### src/psc_pkg.sv
// constants shared by the sleep and performance-level controller ends
package psc_pkg;
    // ****************************************
    // clock and timing
    // ****************************************
    localparam int CLK_MHZ      = 200;
    localparam int PL_TRANS_NS  = 20;
    localparam int PL_TRANS_CYC = (PL_TRANS_NS * CLK_MHZ + 999) / 1000;
    localparam int PL_CNT_W     = 4;

    // ****************************************
    // device register indices and fields
    // ****************************************
    localparam logic [1:0] CTRL_A_IDX     = 2'h0;
    localparam logic [1:0] SLEEP_CFG_IDX  = 2'h1;
    localparam logic [1:0] PERF_CFG_IDX   = 2'h2;
    localparam logic [1:0] INT_FLAG_IDX   = 2'h3;
    localparam int         IO_RETENTION_HOLD_BIT      = 2;
    localparam int         PERF_LEVEL_SELECT_BIT      = 0;
    localparam int         FREEZE_BIT     = 7;
    localparam int         PERF_LEVEL_READY_FLAG_BIT      = 0;
    localparam int         SLPRDY_BIT     = 1;
    localparam logic [2:0] DEPTH_RST      = 3'h0;
    localparam logic [2:0] DEPTH_IDLE     = 3'h2;
    localparam logic [2:0] DEPTH_STANDBY  = 3'h4;
    localparam logic [2:0] DEPTH_BACKUP   = 3'h5;
    localparam logic [2:0] DEPTH_OFF      = 3'h6;
    localparam logic       LOWEST_PERF    = 1'h0;

    // ****************************************
    // host wishbone register byte offsets
    // ****************************************
    localparam logic [3:0] H_CMD_OFS  = 4'h0;
    localparam logic [3:0] H_DATA_OFS = 4'h4;
    localparam logic [3:0] H_STAT_OFS = 4'h8;
    localparam logic [3:0] H_CTRL_OFS = 4'hc;
    localparam int         CMD_WR_BIT = 8;
    localparam int         CMD_RD_BIT = 9;
    localparam int         CMD_WFI_BIT = 10;
    localparam int         CMD_RET_BIT = 11;

    typedef enum logic [2:0] {
        MODE_ACTIVE, MODE_IDLE, MODE_STANDBY, MODE_BACKUP, MODE_OFF
    } psc_mode_t;
endpackage

### src/psc_link_if.sv
// link between the cpu-side controller and the power manager
`timescale 1ns/1ps
interface psc_link_if (
    input wire logic clk_i,
    input wire logic sys_rst_i
);
    logic       reg_req;
    logic       reg_we;
    logic [1:0] reg_addr;
    logic [7:0] reg_wdata;
    logic       reg_ack;
    logic [7:0] reg_rdata;
    logic       wait_for_interrupt_instr;
    logic       handler_return;
    logic       sleep_after_handler;
    logic       cpu_interrupt_mask;
    logic       cpu_stop;
    logic       wake;
    logic       enter_handler;
    logic       perf_high;
    logic       sleep_rdy;

    modport dev (
        input  clk_i, sys_rst_i, reg_req, reg_we, reg_addr, reg_wdata, wait_for_interrupt_instr,
               handler_return, sleep_after_handler, cpu_interrupt_mask,
        output reg_ack, reg_rdata, cpu_stop, wake, enter_handler, perf_high, sleep_rdy
    );
    modport cpu (
        input  clk_i, sys_rst_i, reg_ack, reg_rdata, cpu_stop, wake, enter_handler,
               perf_high, sleep_rdy,
        output reg_req, reg_we, reg_addr, reg_wdata, wait_for_interrupt_instr, handler_return,
               sleep_after_handler, cpu_interrupt_mask
    );
endinterface

### src/psc_power_manager.sv
// power manager end: sleep depth, wake, clock gating and performance level
// Behaviour
// - power-on: active, lowest level, domains active
// - always enabled, documented resets never reinitialise
// - sleep on wait-for-interrupt or sleep-after-handler return, depth chosen
// - software reads back depth before sleeping
// - sleep-ready flag after regulator stable
// - idle: cpu stops, bus clock on request
// - standby wake: async, or run-in-standby sync
// - standby: only requested clocks keep running
// - standby wake: handler or resume per mask
// - standby regulator low-power unless task needs
// - sleep-after-handler enters idle or standby
// - backup entry resets all but retention bit; the code also keeps bus_off_r over backup entry
// - backup exits only on backup reset
// - off exits on reset pin or power
// - retention clear: release pins on exit
// - retention set: hold until written zero
// - level change without stall, only active
// - software lowers bus clock before lowering
// - level-ready flag on completed transition
// - freeze write off lowest: discard, violation
// - frozen: higher level request discarded, violation
// - bus clock disabled: back only by reset
//
// The address map and the Wishbone register port were decided locally.
`timescale 1ns/1ps
module psc_power_manager (
    // link to the cpu side
    psc_link_if.dev  lnk,
    // wake and reset sources
    input  wire logic irq_i,
    input  wire logic async_irq_i,
    input  wire logic sync_irq_i,
    input  wire logic sync_irq_keep_running_in_standby_i,
    input  wire logic backup_reset_i,
    input  wire logic ext_reset_n_i,
    input  wire logic power_reset_i,
    // clock, regulator and bus status
    input  wire logic bus_req_i,
    input  wire logic clk_keep_i,
    input  wire logic bg_task_power_i,
    input  wire logic vreg_stable_i,
    input  wire logic bus_clk_disable_i,
    // power outputs
    output logic [2:0] mode_o,
    output logic       main_clk_en_o,
    output logic       bus_clk_en_o,
    output logic       generic_clock_en_o,
    output logic       regulator_lp_o,
    output logic       io_hold_o,
    output logic       perf_level_o,
    output logic       access_violation_o
);
    psc_pkg::psc_mode_t         mode_r;
    psc_pkg::psc_mode_t         mode_nxt;
    logic [2:0]                 depth_r;
    logic                       io_retention_hold_r;
    logic                       io_hold_r;
    logic                       perf_level_select_r;
    logic                       level_r;
    logic                       freeze_r;
    logic                       perf_level_ready_flag_r;
    logic                       slprdy_r;
    logic                       bus_off_r;
    logic [psc_pkg::PL_CNT_W-1:0] pl_cnt_r;
    logic                       wr;
    logic                       freeze_ok;
    logic                       freeze_new;
    logic                       sel_reject;
    logic                       enter_backup;
    logic                       leave_backup;
    logic                       pl_done;
    logic                       after_handler;

    // ****************************************
    // depth decode
    // ****************************************
    function automatic psc_pkg::psc_mode_t depth_mode(input logic [2:0] d);
        case (d)
            psc_pkg::DEPTH_IDLE:    depth_mode = psc_pkg::MODE_IDLE;
            psc_pkg::DEPTH_STANDBY: depth_mode = psc_pkg::MODE_STANDBY;
            psc_pkg::DEPTH_BACKUP:  depth_mode = psc_pkg::MODE_BACKUP;
            psc_pkg::DEPTH_OFF:     depth_mode = psc_pkg::MODE_OFF;
            default:                depth_mode = psc_pkg::MODE_ACTIVE;
        endcase
    endfunction

    // ****************************************
    // sleep mode sequencing
    // ****************************************
    assign after_handler = lnk.handler_return && lnk.sleep_after_handler
                        && (depth_r == psc_pkg::DEPTH_IDLE || depth_r == psc_pkg::DEPTH_STANDBY);

    always_comb begin
        mode_nxt = mode_r;
        case (mode_r)
            psc_pkg::MODE_ACTIVE: begin
                if (lnk.wait_for_interrupt_instr || after_handler) begin
                    mode_nxt = depth_mode(depth_r);
                end
            end
            psc_pkg::MODE_IDLE: begin
                if (irq_i) mode_nxt = psc_pkg::MODE_ACTIVE;
            end
            psc_pkg::MODE_STANDBY: begin
                if (async_irq_i || (sync_irq_i && sync_irq_keep_running_in_standby_i)) begin
                    mode_nxt = psc_pkg::MODE_ACTIVE;
                end
            end
            psc_pkg::MODE_BACKUP: begin
                if (backup_reset_i) mode_nxt = psc_pkg::MODE_ACTIVE;
            end
            psc_pkg::MODE_OFF: begin
                if (!ext_reset_n_i || power_reset_i) mode_nxt = psc_pkg::MODE_ACTIVE;
            end
            default: mode_nxt = psc_pkg::MODE_ACTIVE;
        endcase
    end

    assign enter_backup = (mode_r != psc_pkg::MODE_BACKUP) && (mode_nxt == psc_pkg::MODE_BACKUP);
    assign leave_backup = (mode_r == psc_pkg::MODE_BACKUP) && (mode_nxt != psc_pkg::MODE_BACKUP);

    // only sys_rst_i (power-on) reinitialises; pin and backup resets only wake
    always_ff @(posedge lnk.clk_i) begin
        if (lnk.sys_rst_i) mode_r <= psc_pkg::MODE_ACTIVE;
        else               mode_r <= mode_nxt;
    end

    always_ff @(posedge lnk.clk_i) begin
        if (lnk.sys_rst_i) begin
            lnk.wake          <= 1'b0;
            lnk.enter_handler <= 1'b0;
        end else begin
            lnk.wake <= (mode_r == psc_pkg::MODE_IDLE || mode_r == psc_pkg::MODE_STANDBY)
                     && mode_nxt == psc_pkg::MODE_ACTIVE;
            if (mode_r == psc_pkg::MODE_STANDBY && mode_nxt == psc_pkg::MODE_ACTIVE) begin
                lnk.enter_handler <= !lnk.cpu_interrupt_mask;
            end else if (mode_r == psc_pkg::MODE_IDLE && mode_nxt == psc_pkg::MODE_ACTIVE) begin
                lnk.enter_handler <= 1'b1;
            end
        end
    end

    // ****************************************
    // register port
    // ****************************************
    always_ff @(posedge lnk.clk_i) begin
        if (lnk.sys_rst_i)          bus_off_r <= 1'b0;
        else if (bus_clk_disable_i) bus_off_r <= 1'b1;
    end

    assign wr = lnk.reg_req && lnk.reg_we && !bus_off_r;

    always_ff @(posedge lnk.clk_i) begin
        if (lnk.sys_rst_i || enter_backup) begin
            depth_r <= psc_pkg::DEPTH_RST;
        end else if (wr && lnk.reg_addr == psc_pkg::SLEEP_CFG_IDX) begin
            depth_r <= lnk.reg_wdata[2:0];
        end
    end

    always_ff @(posedge lnk.clk_i) begin
        if (lnk.sys_rst_i) begin
            io_retention_hold_r <= 1'b0;
        end else if (wr && lnk.reg_addr == psc_pkg::CTRL_A_IDX) begin
            io_retention_hold_r <= lnk.reg_wdata[psc_pkg::IO_RETENTION_HOLD_BIT]; // kept over backup
        end
    end

    always_ff @(posedge lnk.clk_i) begin
        if (lnk.sys_rst_i) begin
            io_hold_r <= 1'b0;
        end else if (enter_backup) begin
            io_hold_r <= 1'b1;
        end else if (leave_backup && !io_retention_hold_r) begin
            io_hold_r <= 1'b0;
        end else if (mode_r != psc_pkg::MODE_BACKUP && wr
                     && lnk.reg_addr == psc_pkg::CTRL_A_IDX
                     && !lnk.reg_wdata[psc_pkg::IO_RETENTION_HOLD_BIT]) begin
            io_hold_r <= 1'b0;
        end
    end

    always_ff @(posedge lnk.clk_i) begin
        if (lnk.sys_rst_i) begin
            lnk.reg_ack   <= 1'b0;
            lnk.reg_rdata <= 8'h00;
        end else begin
            lnk.reg_ack   <= lnk.reg_req;
            lnk.reg_rdata <= 8'h00;
            if (lnk.reg_req && !lnk.reg_we && !bus_off_r) begin
                case (lnk.reg_addr)
                    psc_pkg::CTRL_A_IDX:    lnk.reg_rdata[psc_pkg::IO_RETENTION_HOLD_BIT] <= io_retention_hold_r;
                    psc_pkg::SLEEP_CFG_IDX: lnk.reg_rdata[2:0] <= depth_r;
                    psc_pkg::PERF_CFG_IDX: begin
                        lnk.reg_rdata[psc_pkg::PERF_LEVEL_SELECT_BIT]  <= perf_level_select_r;
                        lnk.reg_rdata[psc_pkg::FREEZE_BIT] <= freeze_r;
                    end
                    default: begin
                        lnk.reg_rdata[psc_pkg::PERF_LEVEL_READY_FLAG_BIT]  <= perf_level_ready_flag_r;
                        lnk.reg_rdata[psc_pkg::SLPRDY_BIT] <= slprdy_r;
                    end
                endcase
            end
        end
    end

    // ****************************************
    // performance level
    // ****************************************
    assign freeze_ok  = (level_r == psc_pkg::LOWEST_PERF) && (perf_level_select_r == psc_pkg::LOWEST_PERF);
    assign freeze_new = freeze_ok ? lnk.reg_wdata[psc_pkg::FREEZE_BIT] : freeze_r;
    assign sel_reject = freeze_new && lnk.reg_wdata[psc_pkg::PERF_LEVEL_SELECT_BIT] != psc_pkg::LOWEST_PERF;
    assign pl_done    = (mode_r == psc_pkg::MODE_ACTIVE) && (perf_level_select_r != level_r)
                     && (pl_cnt_r == psc_pkg::PL_CNT_W'(psc_pkg::PL_TRANS_CYC - 1));

    always_ff @(posedge lnk.clk_i) begin
        if (lnk.sys_rst_i || enter_backup) begin
            perf_level_select_r            <= psc_pkg::LOWEST_PERF;
            freeze_r           <= 1'b0;
            access_violation_o <= 1'b0;
        end else begin
            access_violation_o <= 1'b0;
            if (wr && lnk.reg_addr == psc_pkg::PERF_CFG_IDX) begin
                freeze_r <= freeze_new;
                if (!sel_reject) perf_level_select_r <= lnk.reg_wdata[psc_pkg::PERF_LEVEL_SELECT_BIT];
                access_violation_o <= sel_reject
                    || (!freeze_ok && lnk.reg_wdata[psc_pkg::FREEZE_BIT] != freeze_r);
            end
        end
    end

    always_ff @(posedge lnk.clk_i) begin
        if (lnk.sys_rst_i || enter_backup) begin
            level_r  <= psc_pkg::LOWEST_PERF;
            pl_cnt_r <= '0;
        end else if (perf_level_select_r == level_r) begin
            pl_cnt_r <= '0;
        end else if (pl_done) begin
            level_r  <= perf_level_select_r;
            pl_cnt_r <= '0;
        end else if (mode_r == psc_pkg::MODE_ACTIVE) begin
            pl_cnt_r <= pl_cnt_r + 1'b1;
        end
    end

    // ****************************************
    // flags: set wins over write-one clear
    // ****************************************
    always_ff @(posedge lnk.clk_i) begin
        if (lnk.sys_rst_i || enter_backup) begin
            perf_level_ready_flag_r  <= 1'b0;
            slprdy_r <= 1'b0;
        end else begin
            if (pl_done) begin
                perf_level_ready_flag_r <= 1'b1;
            end else if (wr && lnk.reg_addr == psc_pkg::INT_FLAG_IDX
                         && lnk.reg_wdata[psc_pkg::PERF_LEVEL_READY_FLAG_BIT]) begin
                perf_level_ready_flag_r <= 1'b0;
            end
            if (vreg_stable_i) begin
                slprdy_r <= 1'b1;
            end else if (wr && lnk.reg_addr == psc_pkg::INT_FLAG_IDX
                         && lnk.reg_wdata[psc_pkg::SLPRDY_BIT]) begin
                slprdy_r <= 1'b0;
            end
        end
    end

    // ****************************************
    // registered power outputs
    // ****************************************
    always_ff @(posedge lnk.clk_i) begin
        if (lnk.sys_rst_i) begin
            mode_o         <= 3'h0;
            main_clk_en_o  <= 1'b1;
            bus_clk_en_o   <= 1'b1;
            generic_clock_en_o      <= 1'b1;
            regulator_lp_o <= 1'b0;
            io_hold_o      <= 1'b0;
            perf_level_o   <= psc_pkg::LOWEST_PERF;
            lnk.cpu_stop   <= 1'b0;
            lnk.perf_high  <= 1'b0;
            lnk.sleep_rdy  <= 1'b0;
        end else begin
            mode_o         <= mode_r;
            main_clk_en_o  <= mode_r == psc_pkg::MODE_ACTIVE || mode_r == psc_pkg::MODE_IDLE;
            bus_clk_en_o   <= mode_r == psc_pkg::MODE_ACTIVE || (bus_req_i
                && (mode_r == psc_pkg::MODE_IDLE || mode_r == psc_pkg::MODE_STANDBY));
            generic_clock_en_o      <= mode_r == psc_pkg::MODE_ACTIVE || mode_r == psc_pkg::MODE_IDLE
                || (mode_r == psc_pkg::MODE_STANDBY && clk_keep_i);
            regulator_lp_o <= mode_r == psc_pkg::MODE_STANDBY && !bg_task_power_i;
            io_hold_o      <= io_hold_r;
            perf_level_o   <= level_r;
            lnk.cpu_stop   <= mode_r != psc_pkg::MODE_ACTIVE;
            lnk.perf_high  <= level_r != psc_pkg::LOWEST_PERF;
            lnk.sleep_rdy  <= slprdy_r;
        end
    end
endmodule // psc_power_manager

### src/flat_wrapper.sv
// flat-port wrapper written by rule: the top's interface ports become plain ports
module psc_power_manager_flat 
  (irq_i, async_irq_i, sync_irq_i, sync_irq_keep_running_in_standby_i, backup_reset_i, ext_reset_n_i, power_reset_i, bus_req_i, clk_keep_i, bg_task_power_i, vreg_stable_i, bus_clk_disable_i, mode_o, main_clk_en_o, bus_clk_en_o, generic_clock_en_o, regulator_lp_o, io_hold_o, perf_level_o, access_violation_o, clk_i, sys_rst_i, lnk_reg_req, lnk_reg_we, lnk_reg_addr, lnk_reg_wdata, lnk_wait_for_interrupt_instr, lnk_handler_return, lnk_sleep_after_handler, lnk_cpu_interrupt_mask, lnk_reg_ack, lnk_reg_rdata, lnk_cpu_stop, lnk_wake, lnk_enter_handler, lnk_perf_high, lnk_sleep_rdy);
  psc_link_if lnk_i (.clk_i(clk_i), .sys_rst_i(sys_rst_i));
  input  wire logic irq_i;
  input  wire logic async_irq_i;
  input  wire logic sync_irq_i;
  input  wire logic sync_irq_keep_running_in_standby_i;
  input  wire logic backup_reset_i;
  input  wire logic ext_reset_n_i;
  input  wire logic power_reset_i;
  input  wire logic bus_req_i;
  input  wire logic clk_keep_i;
  input  wire logic bg_task_power_i;
  input  wire logic vreg_stable_i;
  input  wire logic bus_clk_disable_i;
  output logic [2:0] mode_o;
  output logic main_clk_en_o;
  output logic bus_clk_en_o;
  output logic generic_clock_en_o;
  output logic regulator_lp_o;
  output logic io_hold_o;
  output logic perf_level_o;
  output logic access_violation_o;
  input wire logic clk_i;
  input wire logic sys_rst_i;
  input wire logic [$bits(lnk_i.reg_req)-1:0] lnk_reg_req;
  input wire logic [$bits(lnk_i.reg_we)-1:0] lnk_reg_we;
  input wire logic [$bits(lnk_i.reg_addr)-1:0] lnk_reg_addr;
  input wire logic [$bits(lnk_i.reg_wdata)-1:0] lnk_reg_wdata;
  input wire logic [$bits(lnk_i.wait_for_interrupt_instr)-1:0] lnk_wait_for_interrupt_instr;
  input wire logic [$bits(lnk_i.handler_return)-1:0] lnk_handler_return;
  input wire logic [$bits(lnk_i.sleep_after_handler)-1:0] lnk_sleep_after_handler;
  input wire logic [$bits(lnk_i.cpu_interrupt_mask)-1:0] lnk_cpu_interrupt_mask;
  output wire logic [$bits(lnk_i.reg_ack)-1:0] lnk_reg_ack;
  output wire logic [$bits(lnk_i.reg_rdata)-1:0] lnk_reg_rdata;
  output wire logic [$bits(lnk_i.cpu_stop)-1:0] lnk_cpu_stop;
  output wire logic [$bits(lnk_i.wake)-1:0] lnk_wake;
  output wire logic [$bits(lnk_i.enter_handler)-1:0] lnk_enter_handler;
  output wire logic [$bits(lnk_i.perf_high)-1:0] lnk_perf_high;
  output wire logic [$bits(lnk_i.sleep_rdy)-1:0] lnk_sleep_rdy;
  assign lnk_i.reg_req = lnk_reg_req;
  assign lnk_i.reg_we = lnk_reg_we;
  assign lnk_i.reg_addr = lnk_reg_addr;
  assign lnk_i.reg_wdata = lnk_reg_wdata;
  assign lnk_i.wait_for_interrupt_instr = lnk_wait_for_interrupt_instr;
  assign lnk_i.handler_return = lnk_handler_return;
  assign lnk_i.sleep_after_handler = lnk_sleep_after_handler;
  assign lnk_i.cpu_interrupt_mask = lnk_cpu_interrupt_mask;
  assign lnk_reg_ack = lnk_i.reg_ack;
  assign lnk_reg_rdata = lnk_i.reg_rdata;
  assign lnk_cpu_stop = lnk_i.cpu_stop;
  assign lnk_wake = lnk_i.wake;
  assign lnk_enter_handler = lnk_i.enter_handler;
  assign lnk_perf_high = lnk_i.perf_high;
  assign lnk_sleep_rdy = lnk_i.sleep_rdy;
  psc_power_manager u_core (.lnk(lnk_i), .irq_i(irq_i), .async_irq_i(async_irq_i), .sync_irq_i(sync_irq_i), .sync_irq_keep_running_in_standby_i(sync_irq_keep_running_in_standby_i), .backup_reset_i(backup_reset_i), .ext_reset_n_i(ext_reset_n_i), .power_reset_i(power_reset_i), .bus_req_i(bus_req_i), .clk_keep_i(clk_keep_i), .bg_task_power_i(bg_task_power_i), .vreg_stable_i(vreg_stable_i), .bus_clk_disable_i(bus_clk_disable_i), .mode_o(mode_o), .main_clk_en_o(main_clk_en_o), .bus_clk_en_o(bus_clk_en_o), .generic_clock_en_o(generic_clock_en_o), .regulator_lp_o(regulator_lp_o), .io_hold_o(io_hold_o), .perf_level_o(perf_level_o), .access_violation_o(access_violation_o));
endmodule
### config.mk
export PLATFORM = sky130hd
export DESIGN_NAME = psc_power_manager_flat
export DESIGN_NICKNAME = d
export VERILOG_FILES = /design/src/psc_pkg.sv /design/src/psc_link_if.sv /design/src/psc_power_manager.sv /design/src/flat_wrapper.sv
export SDC_FILE = /design/constraint.sdc
export NUM_CORES = 1
export LEC_CHECK = 0
export ABC_AREA = 1
export BUFFER_PORTS_ARGS = -buffer_cell sky130_fd_sc_hd__buf_2
export CAP_MARGIN = 20
export CORE_ASPECT_RATIO = 0.7
export CORE_MARGIN = 2
export CORE_UTILIZATION = 31
export DETAILED_ROUTE_END_ITERATION = 6
export PLACE_DENSITY = 0.65
export SLEW_MARGIN = 10
export SYNTH_ARGS = -nofsm -noshare
export SYNTH_HDL_FRONTEND = slang
export SYNTH_SLANG_ARGS = --single-unit
### constraint.sdc
create_clock -name clk_i -period 1.54 [get_ports clk_i]
set_input_delay 0.231 -clock clk_i [delete_from_list [all_inputs] [get_ports clk_i]]
set_output_delay 0.231 -clock clk_i [all_outputs]
set_load 0.01 [all_outputs]
Word-level counts from Yosys, hierarchy flattened
Cells that the tools add are included.
Storage, ports and cells
  register bits after elaboration: 41
  logic and storage cells: 136
  bits of input ports: 30
  output and inout bits: 24
Operators by class
  eq/ne operators: 18
  bitwise logic cells: 7
  add/sub/neg operators: 1
  mux-type cells: 20
  reduce and logical (&&, ||, !) cells: 63
Operators by type and width (count)
  $logic_and A1 B1 Y1: 30
  $mux W3: 5
  $pmux W3 S5: 1
  $eq A3 B2 Y1 const B: 4
  $eq A3 B3 Y1 const B: 4
  $pmux W3 S4: 1
  $logic_or A1 B1 Y1: 10
  $mux W1: 10
  $logic_not A1 Y1: 8
  $not A1 Y1: 7
  $logic_not A3 Y1: 2
  $ne A3 B2 Y1 const B: 2
  $reduce_bool A2 Y1: 3
  $reduce_bool A3 Y1: 2
  $reduce_or A2 Y1: 3
  $reduce_or A3 Y1: 2
  $add A4 B1 Y4 const B: 1
  $eq A2 B2 Y1 const B: 2
  $eq A4 B2 Y1 const B: 1
  $pmux W1 S2: 2
  $reduce_and A2 Y1: 2
  $eq A3 B1 Y1 const B: 1
  $pmux W1 S3: 1
  $eq A2 B1 Y1 const B: 1
  other kinds (3): 4

Depth between registers and ports, before layout
Gate-level depths: netlist of the first run.
  depth in word-level cells: 11
  depth in mapped cells: 11
  gate-level depth less buffers: 11

Worst setup path after synthesis of the first run
OpenSTA, ideal clock, no wires.
  path type: register -> register
  from: register u_core.perf_level_select_r
  to: register u_core.pl_cnt_r[3] (netlist bit)
  stages on the path, launching flop included: 8
  path buffers: 0
  setup slack: 229 ps
  setup time: 117 ps
  arrival time: 1195 ps
  data required time: 1423 ps
  clock period less this slack: 1311 ps
  path through: dfxtp_1 inv_1 ha_1 inv_1 nor4_4 nor2_1 nand3_4 nor2_2
Between the ends
  word-level cells in the longest chain between the ends: 4
  elaborated cells between the ends (all ways): 5
  classes of those cells: 2 x eq/ne; 3 x reduce/logical
Ends and longest elaborated chain
  start: declaration: RTL line psc_power_manager.sv:60  | logic perf_level_select_r;
  start signal: assignment: RTL line psc_power_manager.sv:220  | perf_level_select_r <= psc_pkg::LOWEST_PERF;
  start signal: assignment: RTL line psc_power_manager.sv:227  | if (!sel_reject) perf_level_select_r <= lnk.reg_wdata[psc_pkg::PERF_LEVEL_SELECT_BIT];
  $ne A1 B1 Y1: RTL line psc_power_manager.sv:215  | assign pl_done = (mode_r == psc_pkg::MODE_ACTIVE) && (perf_level_select_r != level_r)
  $logic_and A1 B1 Y1: RTL line psc_power_manager.sv:215
  $logic_and A1 B1 Y1: RTL line psc_power_manager.sv:216  | && (pl_cnt_r == psc_pkg::PL_CNT_W'(psc_pkg::PL_TRANS_CYC - 1));
  $reduce_or A3 Y1 (no source line) (*)
  end signal: assignment: RTL line psc_power_manager.sv:244  | pl_cnt_r <= pl_cnt_r + 1'b1;
  end: declaration: RTL line psc_power_manager.sv:66  | logic [psc_pkg::PL_CNT_W-1:0] pl_cnt_r;
Every way passes the cells marked *; elsewhere a longest branch is shown, timed or not.
A chain may end at the register's enable or synchronous reset.

Worst setup path in the final report of the first run
  from: register u_core.mode_r[2]
  to: register u_core.pl_cnt_r[2] (netlist bit)
Between the ends
  word-level cells in the longest chain between the ends: 6
  elaborated cells between the ends (all ways): 18
  classes of those cells: 6 x eq/ne; 6 x mux; 6 x reduce/logical
Ends and longest elaborated chain
  start: declaration: RTL line psc_power_manager.sv:55  | psc_pkg::psc_mode_t mode_r;
  start signal: assignment: RTL line psc_power_manager.sv:126  | if (lnk.sys_rst_i) mode_r <= psc_pkg::MODE_ACTIVE;
  start signal: assignment: RTL line psc_power_manager.sv:127  | else mode_r <= mode_nxt;
  $eq A3 B3 Y1 (tied with other cells): RTL line psc_power_manager.sv:97  | case (mode_r)
  $pmux W3 S5: RTL line psc_power_manager.sv:97
  $eq A3 B2 Y1: RTL line psc_power_manager.sv:121  | assign enter_backup = (mode_r != psc_pkg::MODE_BACKUP) && (mode_nxt == psc_pkg::MODE_BACKUP);
  $logic_and A1 B1 Y1: RTL line psc_power_manager.sv:121
  $logic_or A1 B1 Y1: RTL line psc_power_manager.sv:235  | if (lnk.sys_rst_i || enter_backup) begin
  $reduce_or A3 Y1 (no source line)
Several ways; a longest one is shown, not always the timed one.

==> results of run 1 <==
-- power by group through the flow --
| stage | clock [uW] | combinational, uW | sequential (uW) |
|---|---|---|---|
| after floorplan | 0 | 82.7 | 1000 |
| after global placement | 0 | 134 | 999 |
| after detailed placement | 0 | 135 | 1000 |
| after CTS | 756 | 135 | 978 |
| after global routing | 784 | 152 | 979 |
| final | 729 | 135 | 978 |
-- per-stage QoR --
stage	hold WS (ps)	util	TNS [ps]	setup slack, ps
final	96.0	0.404	0	92.4
after global routing	91.0	0.404	-28.6	-13.5
after CTS	82.7	0.399	0	76.4
after detailed placement	396	0.380	0	93.2
after global placement	398	0.380	0	113
after floorplan	307	-	0	229
-- worst max-delay path by stage --
stage,start,depth (start not counted),to,slack (ps)
after floorplan,u_core.perf_level_select_r,7,u_core.pl_cnt_r[3],230
after global placement,u_core.perf_level_select_r,7,u_core.pl_cnt_r[3],110
after detailed placement,u_core.perf_level_select_r,7,u_core.pl_cnt_r[0],90
after CTS,u_core.perf_level_select_r,7,u_core.pl_cnt_r[2],80
after global routing,u_core.mode_r[2],8,u_core.pl_cnt_r[1],-10
final,u_core.mode_r[2],8,u_core.pl_cnt_r[2],90
-- cell families (layout without fill, tap and decap cells) --
group / count (synthesis) / in the layout / share of synthesized area
simple gates: 100 / 100 / 0.346
other cells: 1 / 4 / 0.00218
compound gates: 26 / 26 / 0.0889
flops: 37 / 37 / 0.431
fa+ha+maj: 2 / 2 / 0.0146
xor+xnor: 3 / 3 / 0.0153
buf+inv: 39 / 88 / 0.0961
mux: 1 / 1 / 0.00583
-- synthesized netlist by cell type (3+ instances only) --
library cell  number
nor2_1            24
nand3_4            3
nor2_2            14
nor3_1             4
inv_1             25
o21ai_0            6
a21oi_2            4
nand2_2            4
nand2_1           24
nor3_2             5
a21oi_1           13
buf_4              5
inv_2              7
dfxtp_1           37
nand3_1           12
-- registers in the layout, indices dropped and copies added (netlist names), 3 cells and up --
register              cells
u_core.pl_cnt_r           4
u_core.lnk.reg_rdata      4
u_core.mode_r             3
u_core.depth_r            3
u_core.mode_o             3
-- cell type report --
| class | instances | area (sq um) | share of cell area |
|---|---|---|---|
| Multi-Input combinational cell | 136 | 830 | 0.389 |
| Tap cell | 72 | 90.1 | 0.0422 |
| Inverter | 32 | 120 | 0.0563 |
| Sequential cell | 37 | 746 | 0.349 |
| Clock buffer | 7 | 96.3 | 0.0451 |
| Clock inverter | 1 | 5.00 | 0.00234 |
| Timing Repair Buffer | 48 | 248 | 0.116 |
-- worst max-delay path, delay by kind of cell, from the launching register on --
kind,cells,cell delay (ps)
buffers and inverters,2,210
flip-flops,1,350
AND/OR/NAND/NOR,6,780
-- repair_timing --
action                                  CTS  global route
endpoints found under the setup margin    0             9
buffers inserted                          0             2
resized for setup                         0             5
-- routing by layer --
| metal | share of wire | GRT usage | routed length [um] |
|---|---|---|---|
| met2 | 0.42 | 0.161 | 1420 |
| met4 | 0.022 | 0.0607 | 72 |
| met5 | 0 | 0 | 0 |
| met1 | 0.48 | 0.148 | 1590 |
| met3 | 0.078 | 0.0433 | 261 |
==> summary.md, run 1 <==
| Metric | Value |
|---|---|
| Status | complete, no violations |
| Static leakage | 0.000949 uW |
| HP Class | input port to flip-flop |
| Sequential-to-total area share from yosys stat | 0.431 |
| Post-synth EDFFs | 0 |
| CTS tree | done |
| Commonest cells after routing, fill and taps aside | 45 x buf_2, 33 x dfxtp_1, 25 x inv_1 |
| Die Y | 66.3 um |
| Worst hold path depth | 2 |
| Post-CTS Hold Fix Bufs | 0 |
| Pwr Density | 863 mW/mm^2 |
| Worst r2r src | u_core.mode_r[2] |
| Post-synth ARST share | 0 |
| Global-route usage over all layers | 0.113 |
| # fillers | 551 |
| Grt total ovfl | 0 |
| Final Skew | 2.63 ps |
| Leading cell type in the layout, fill and taps excluded | buf_2 |
| Clock buffer depth | 2 |
| Port Buffer Count | 45 |
| Vias in the first global route | 1244 |
| CP Max Fanout | 7 |
| DRT Wirelength | 3340 um |
| Detail Route Antenna Nets | 0 |
| CTS H-tree lvls | 2 |
| Peak Freq | 0.691 GHz |
| Distinct cells, synth | 31 |
| Final Power | 1840 uW |
| Worst r2r path cells | 8 |
| Nets | 292 |
| Max Cap Viol | 0 |
| Largest net degree at the start of global routing | 12 |
| Clock share of power | 0.396 |
| Rows | 22 |
| DR vias | 1432 |
| RePlAce Congestion | 0.781 |
| Initial Utilization | 0.325 |
| Core ar. | 0.00529 sq mm |
| Iter 0 DRT Violations | 60 |
| Flop pwr share | 0.531 |
| Comb power frac | 0.073 |
| CP Capture Type | flip-flop |
| # setup viols final | 0 |
| Root Driver | clkbuf_8 |
| DRC Markers | 0 |
| Initial antenna violation count | 0 |
| Final Cycle Share | 0.940 |
| Max-slew violations | 0 |
| Worst skew pair latency | 290 ps |
| Peak VDD IR | 0.000318 V |
| WL/cell | 10.0 um |
| Share of the synthesized area in the top cell type | 0.431 |
| Setup CP Type | flip-flop to flip-flop |
| DR vias/cell | 4.30 |
| Reg-to-reg slack, setup | 90 ps |
| FF-to-FF End | u_core.pl_cnt_r[2] |
| DP Cell Count | 323 |
| Sw Share | 0.226 |
| Final Hold Fails | 0 |
| DP Area | 0.00201 sq mm |
| Proportion of layout cells with a drive suffix above 1 | 0.402 |
| Worst path required time | 1720 ps |
| Die Area | 0.00616 sq mm |
| Design Area, Final | 0.00213 sq mm |
| Synthesis warning total | 0 |
| Die Wd | 93.0 um |
| First-pass GRT wire length | 5340 um |
| P_int | 1430 uW |
| Hold path start | bg_task_power_i |
| Area grow syn2layout | 24.3% |
| Diode count | 0 |
| Final std cells w/o fill | 333 |
| Clock transition at the registers of the reported paths | 70 ps |
| Main area contributors after synthesis | dfxtp_1 43%, inv_1 5.5%, nand2_1 5.2% |
| I/O pin cnt | 54 |
| Synthesized cell area | 0.00172 sq mm |
| Synth area leader | dfxtp_1 |
| CP peak stage delay | 350 ps |
| Pre-antenna DRT Iters | 4 |
| Cts bufs inserted | 5 |
| Cell breakdown of the critical path | inv_2, nand3_4, inv_2, nand2_2, nor4_4, nor2_1, nand3_4, nor2_2 |
| Hold endpoint | u_core.regulator_lp_o |
| Syn Area/Cell | 8.22 sq um |
| DP HPWL | 2640 um |
| Setup crit start kind | flip-flop |
| Clock sink count | 37 |
| Crit path DAT | 1630 ps |
| Most used DFF post-synth | dfxtp_1 |
| Cells after Synth | 209 |
| Yosys reg bits | 37 |
| CP max stage cell | dfxtp_2 |
| Tmin final | 1450 ps |
| Net Switching | 417 uW |
Power figures use the tool's default switching activity.
==> run 2, diff against run 1 <==
ABC_AREA = not set   (was 1)
==> run 2 against run 1 <==
  * Largest power group unchanged
  * Largest cell class unchanged
  * First-iteration DRC count fell by 20%
  * Die area fell by 3.8%
  * Register-to-register slack got worse by 98 ps
  * The flow now finishes with violations (negative setup slack)
  * Synthesized area fell by 4.0%
  * Sequential share of layout area fell by 1.3 points
  * Fmax fell by 6.3%
  * Sequential cell count did not move
  * Cell count fell by 7.2%
  * Power fell by 4.3%
  * Critical path type unchanged
  * Routed wire length rose by 6.6%
  * Cell area rose by 3.9%
==> summary.md, run 2 <==
| Metric | Value |
|---|---|
| Pre-antenna DRT Iters | 4 (unchanged) |
| Count leader, synth | dfxtp_1 |
| # fillers | 522 (-5.3%) |
| Post-synth ARST share | 0 (unchanged) |
| Setup ws final | -5.64 ps (-98.0 ps) |
| Port Buffer Count | 45 (unchanged) |
| Largest net degree at the start of global routing | 23 (+11) |
| DRC Markers | 0 (unchanged) |
| Setup crit start kind | flip-flop |
| CTS H-tree lvls | 2 (unchanged) |
| Violated checks | negative setup slack |
| Post-synth top cells | 37 x dfxtp_1, 18 x nor2_1, 10 x mux2i_1 |
| Rows | 22 (unchanged) |
| Global Route met3 Usage | 0.0372 (-0.00612) |
| Commonest cells after routing, fill and taps aside | 45 x buf_2, 34 x dfxtp_1, 21 x buf_4 |
| Leading cell type in the layout, fill and taps excluded | buf_2 |
| Setup CP Type | flip-flop to flip-flop |
| Post-synth EDFFs | 0 (unchanged) |
| CP Capture Type | flip-flop |
| Top Registers | u_core.lnk.reg_rdata: 4 flops, u_core.pl_cnt_r: 4 flops |
| Final Skew | 8.75 ps (+6.12 ps) |
| Iter 0 DRT Violations | 48 (-20%) |
| Final Power | 1760 uW (-4.3%) |
| Most used DFF post-synth | dfxtp_1 |
| Main area contributors after synthesis | dfxtp_1 45%, mux2i_1 6.1%, nor2_1 4.1% |
| Synth area leader | dfxtp_1 |
| Reg-to-reg slack, setup | -6 ps (-100 ps) |
| Static leakage | 0.000997 uW (+5.1%) |
| I/O pin cnt | 54 (unchanged) |
| Met2 GRT Util | 0.184 (+0.0230) |
| Cts bufs inserted | 5 (unchanged) |
| Vias in the first global route | 1285 (+3.3%) |
| First-pass GRT wire length | 5800 um (+8.7%) |
| Distinct cells, synth | 48 (+55%) |
| Hold slack final | 106 ps (+9.90 ps) |
| CTS tree | done |
| Final Hold Fails | 0 (unchanged) |
| Yosys reg bits | 37 (unchanged) |
| Root Driver | clkbuf_8 |
| RePlAce Congestion | 0.815 (+4.4%) |
| Core ar. | 0.00517 sq mm (-2.1%) |
| CP Max Fanout | 5 (-2) |
| Area occupied by registers | 747 sq um (+0.17%) |
| Worst path required time | 1680 ps (-40 ps) |
| Met1 GRT Util | 0.167 (+0.0196) |
| Grt total ovfl | 0 (unchanged) |
| # setup viols final | 3 (+3) |
| Peak Freq | 0.647 GHz (-6.3%) |
| Final Cycle Share | 1.00 (+0.0636) |
| Cells after Synth | 173 (-17%) |
| DR vias | 1431 (-0.070%) |
| Setup TNS | -13.3 ps (-13.3 ps) |
| Die Wd | 91.2 um (-1.9%) |
| Global-route usage over all layers | 0.123 (+0.00985) |
| Die Y | 65.0 um (-1.9%) |
| Max-slew violations | 0 (unchanged) |
| Die Area | 0.00593 sq mm (-3.8%) |
| RSZ-0062 raised after global routing | true |
| Nets | 268 (-8.2%) |
| Initial Utilization | 0.319 (-0.00638) |
| Initial antenna violation count | 0 (unchanged) |
| DR vias/cell | 4.63 (+7.7%) |
| Area grow syn2layout | 34.5% |
| DRT Wirelength | 3560 um (+6.6%) |
| Status | finished with violations |
| Synthesized cell area | 0.00165 sq mm (-4.0%) |
| Tmin final | 1550 ps (+98.0 ps) |
| Crit path DAT | 1690 ps (+60 ps) |
| Synthesis warning total | 0 (unchanged) |
| HP Class | input port to flip-flop |
| Detail Route Antenna Nets | 0 (unchanged) |
| Worst slack at placement | -94.3 ps (-187 ps) |
| Top Usage Layer GRT | met2 |
| Syn Area/Cell | 9.53 sq um (+16%) |
| Clock buffer depth | 2 (unchanged) |
| WL/cell | 11.5 um (+15%) |
| Area of the multi-input gates | 847 sq um (+2.1%) |
| Pwr Density | 794 mW/mm^2 (-8.0%) |
| Worst skew pair latency | 280 ps (about the same) |
| Peak VDD IR | 0.000312 V (-1.9%) |
| Diode count | 0 (unchanged) |
| Max Cap Viol | 0 (unchanged) |
| Proportion of layout cells with a drive suffix above 1 | 0.418 (+0.0154) |
| Sequential-to-total area share from yosys stat | 0.449 (+0.0180) |
| Clock sink count | 37 (unchanged) |
| Clock transition at the registers of the reported paths | 70 ps (about the same) |
| Share of the synthesized area in the top cell type | 0.449 (+0.0180) |
| DP HPWL | 2740 um (+3.6%) |
==> run 2: cell types whose count changed after synthesis, moves of 7 or more <==
cell     change
inv_2        -7
inv_1       -18
mux2i_1      +9
nor2_2      -14
a21oi_1      -8
nand3_1     -11
nor2b_1      +7
nand2_1     -18
==> run 2: area by class of cell <==
cell class                 count  area share
inverter                       7      0.0118
sequential                    37       0.337
tap                           72      0.0406
timing repair buffer          69       0.192
multi-input combinational    116       0.382
clock inverter                 2     0.00451
clock buffer                   6      0.0327
==> run 2: kinds of logic (layout without fill, tap and decap cells) <==
logic type | after synthesis | in the layout | share of synthesized area
DFF | 37 | 37 | 0.449
other | 1 | 4 | 0.00227
buffers and inverters | 23 | 84 | 0.0744
adders and majority gates | 3 | 3 | 0.0212
xor gates and xnor gates | 3 | 3 | 0.0159
and+or+nand+nor | 69 | 69 | 0.235
muxes | 12 | 12 | 0.0744
AOI/OAI and AO/OA | 25 | 25 | 0.127
==> run 2: worst paths after layout <==
check / from / end / depth (start not counted)
min: bg_task_power_i / u_core.regulator_lp_o / 2
max: u_core.mode_r[2] / u_core.pl_cnt_r[3] / 5
min reg2reg: u_core.io_hold_r / u_core.io_hold_o / 1
max reg2reg: u_core.mode_r[2] / u_core.pl_cnt_r[3] / 5
==> run 2: timing repair <==
action                                  in CTS  in global routing
gates resized for setup                     13                  3
pin swaps                                    4                  2
endpoints found under the setup margin      15                 15
hold buffers                                 0                  0
setup buffers                                1                  0
==> run 2: where the power goes <==
part           switching [uW]  internal, uW
Sequential               8.30           967
Combinational            77.4          69.1
Clock                     327           314
==> run 2: per-stage QoR <==
| stage | std cells | utilization | area, sq um |
|---|---|---|---|
| after floorplan | 176 | - | 1680 |
| after global placement | 300 | 0.398 | 2060 |
| after detailed placement | 300 | 0.398 | 2060 |
| after CTS | 309 | 0.426 | 2200 |
| final | 309 | 0.429 | 2220 |
| after global routing | 309 | 0.429 | 2220 |
==> run 2: worst max-delay path, stage by stage, from the launching register on <==
cell	delay [ps]
dfxtp_4	370
nor3_4	250
o21ai_2	120
a2111oi_4	410
buf_4	200
nor4_1	50
==> run 2: metal layers <==
layer / part of all wire / up-vias / routed length, um
met2: 0.43 / 36 / 1530
li1: - / 732 / -
met3: 0.064 / 2 / 227
met4: 0.0082 / 0 / 29
met5: 0 / - / 0
met1: 0.50 / 661 / 1770
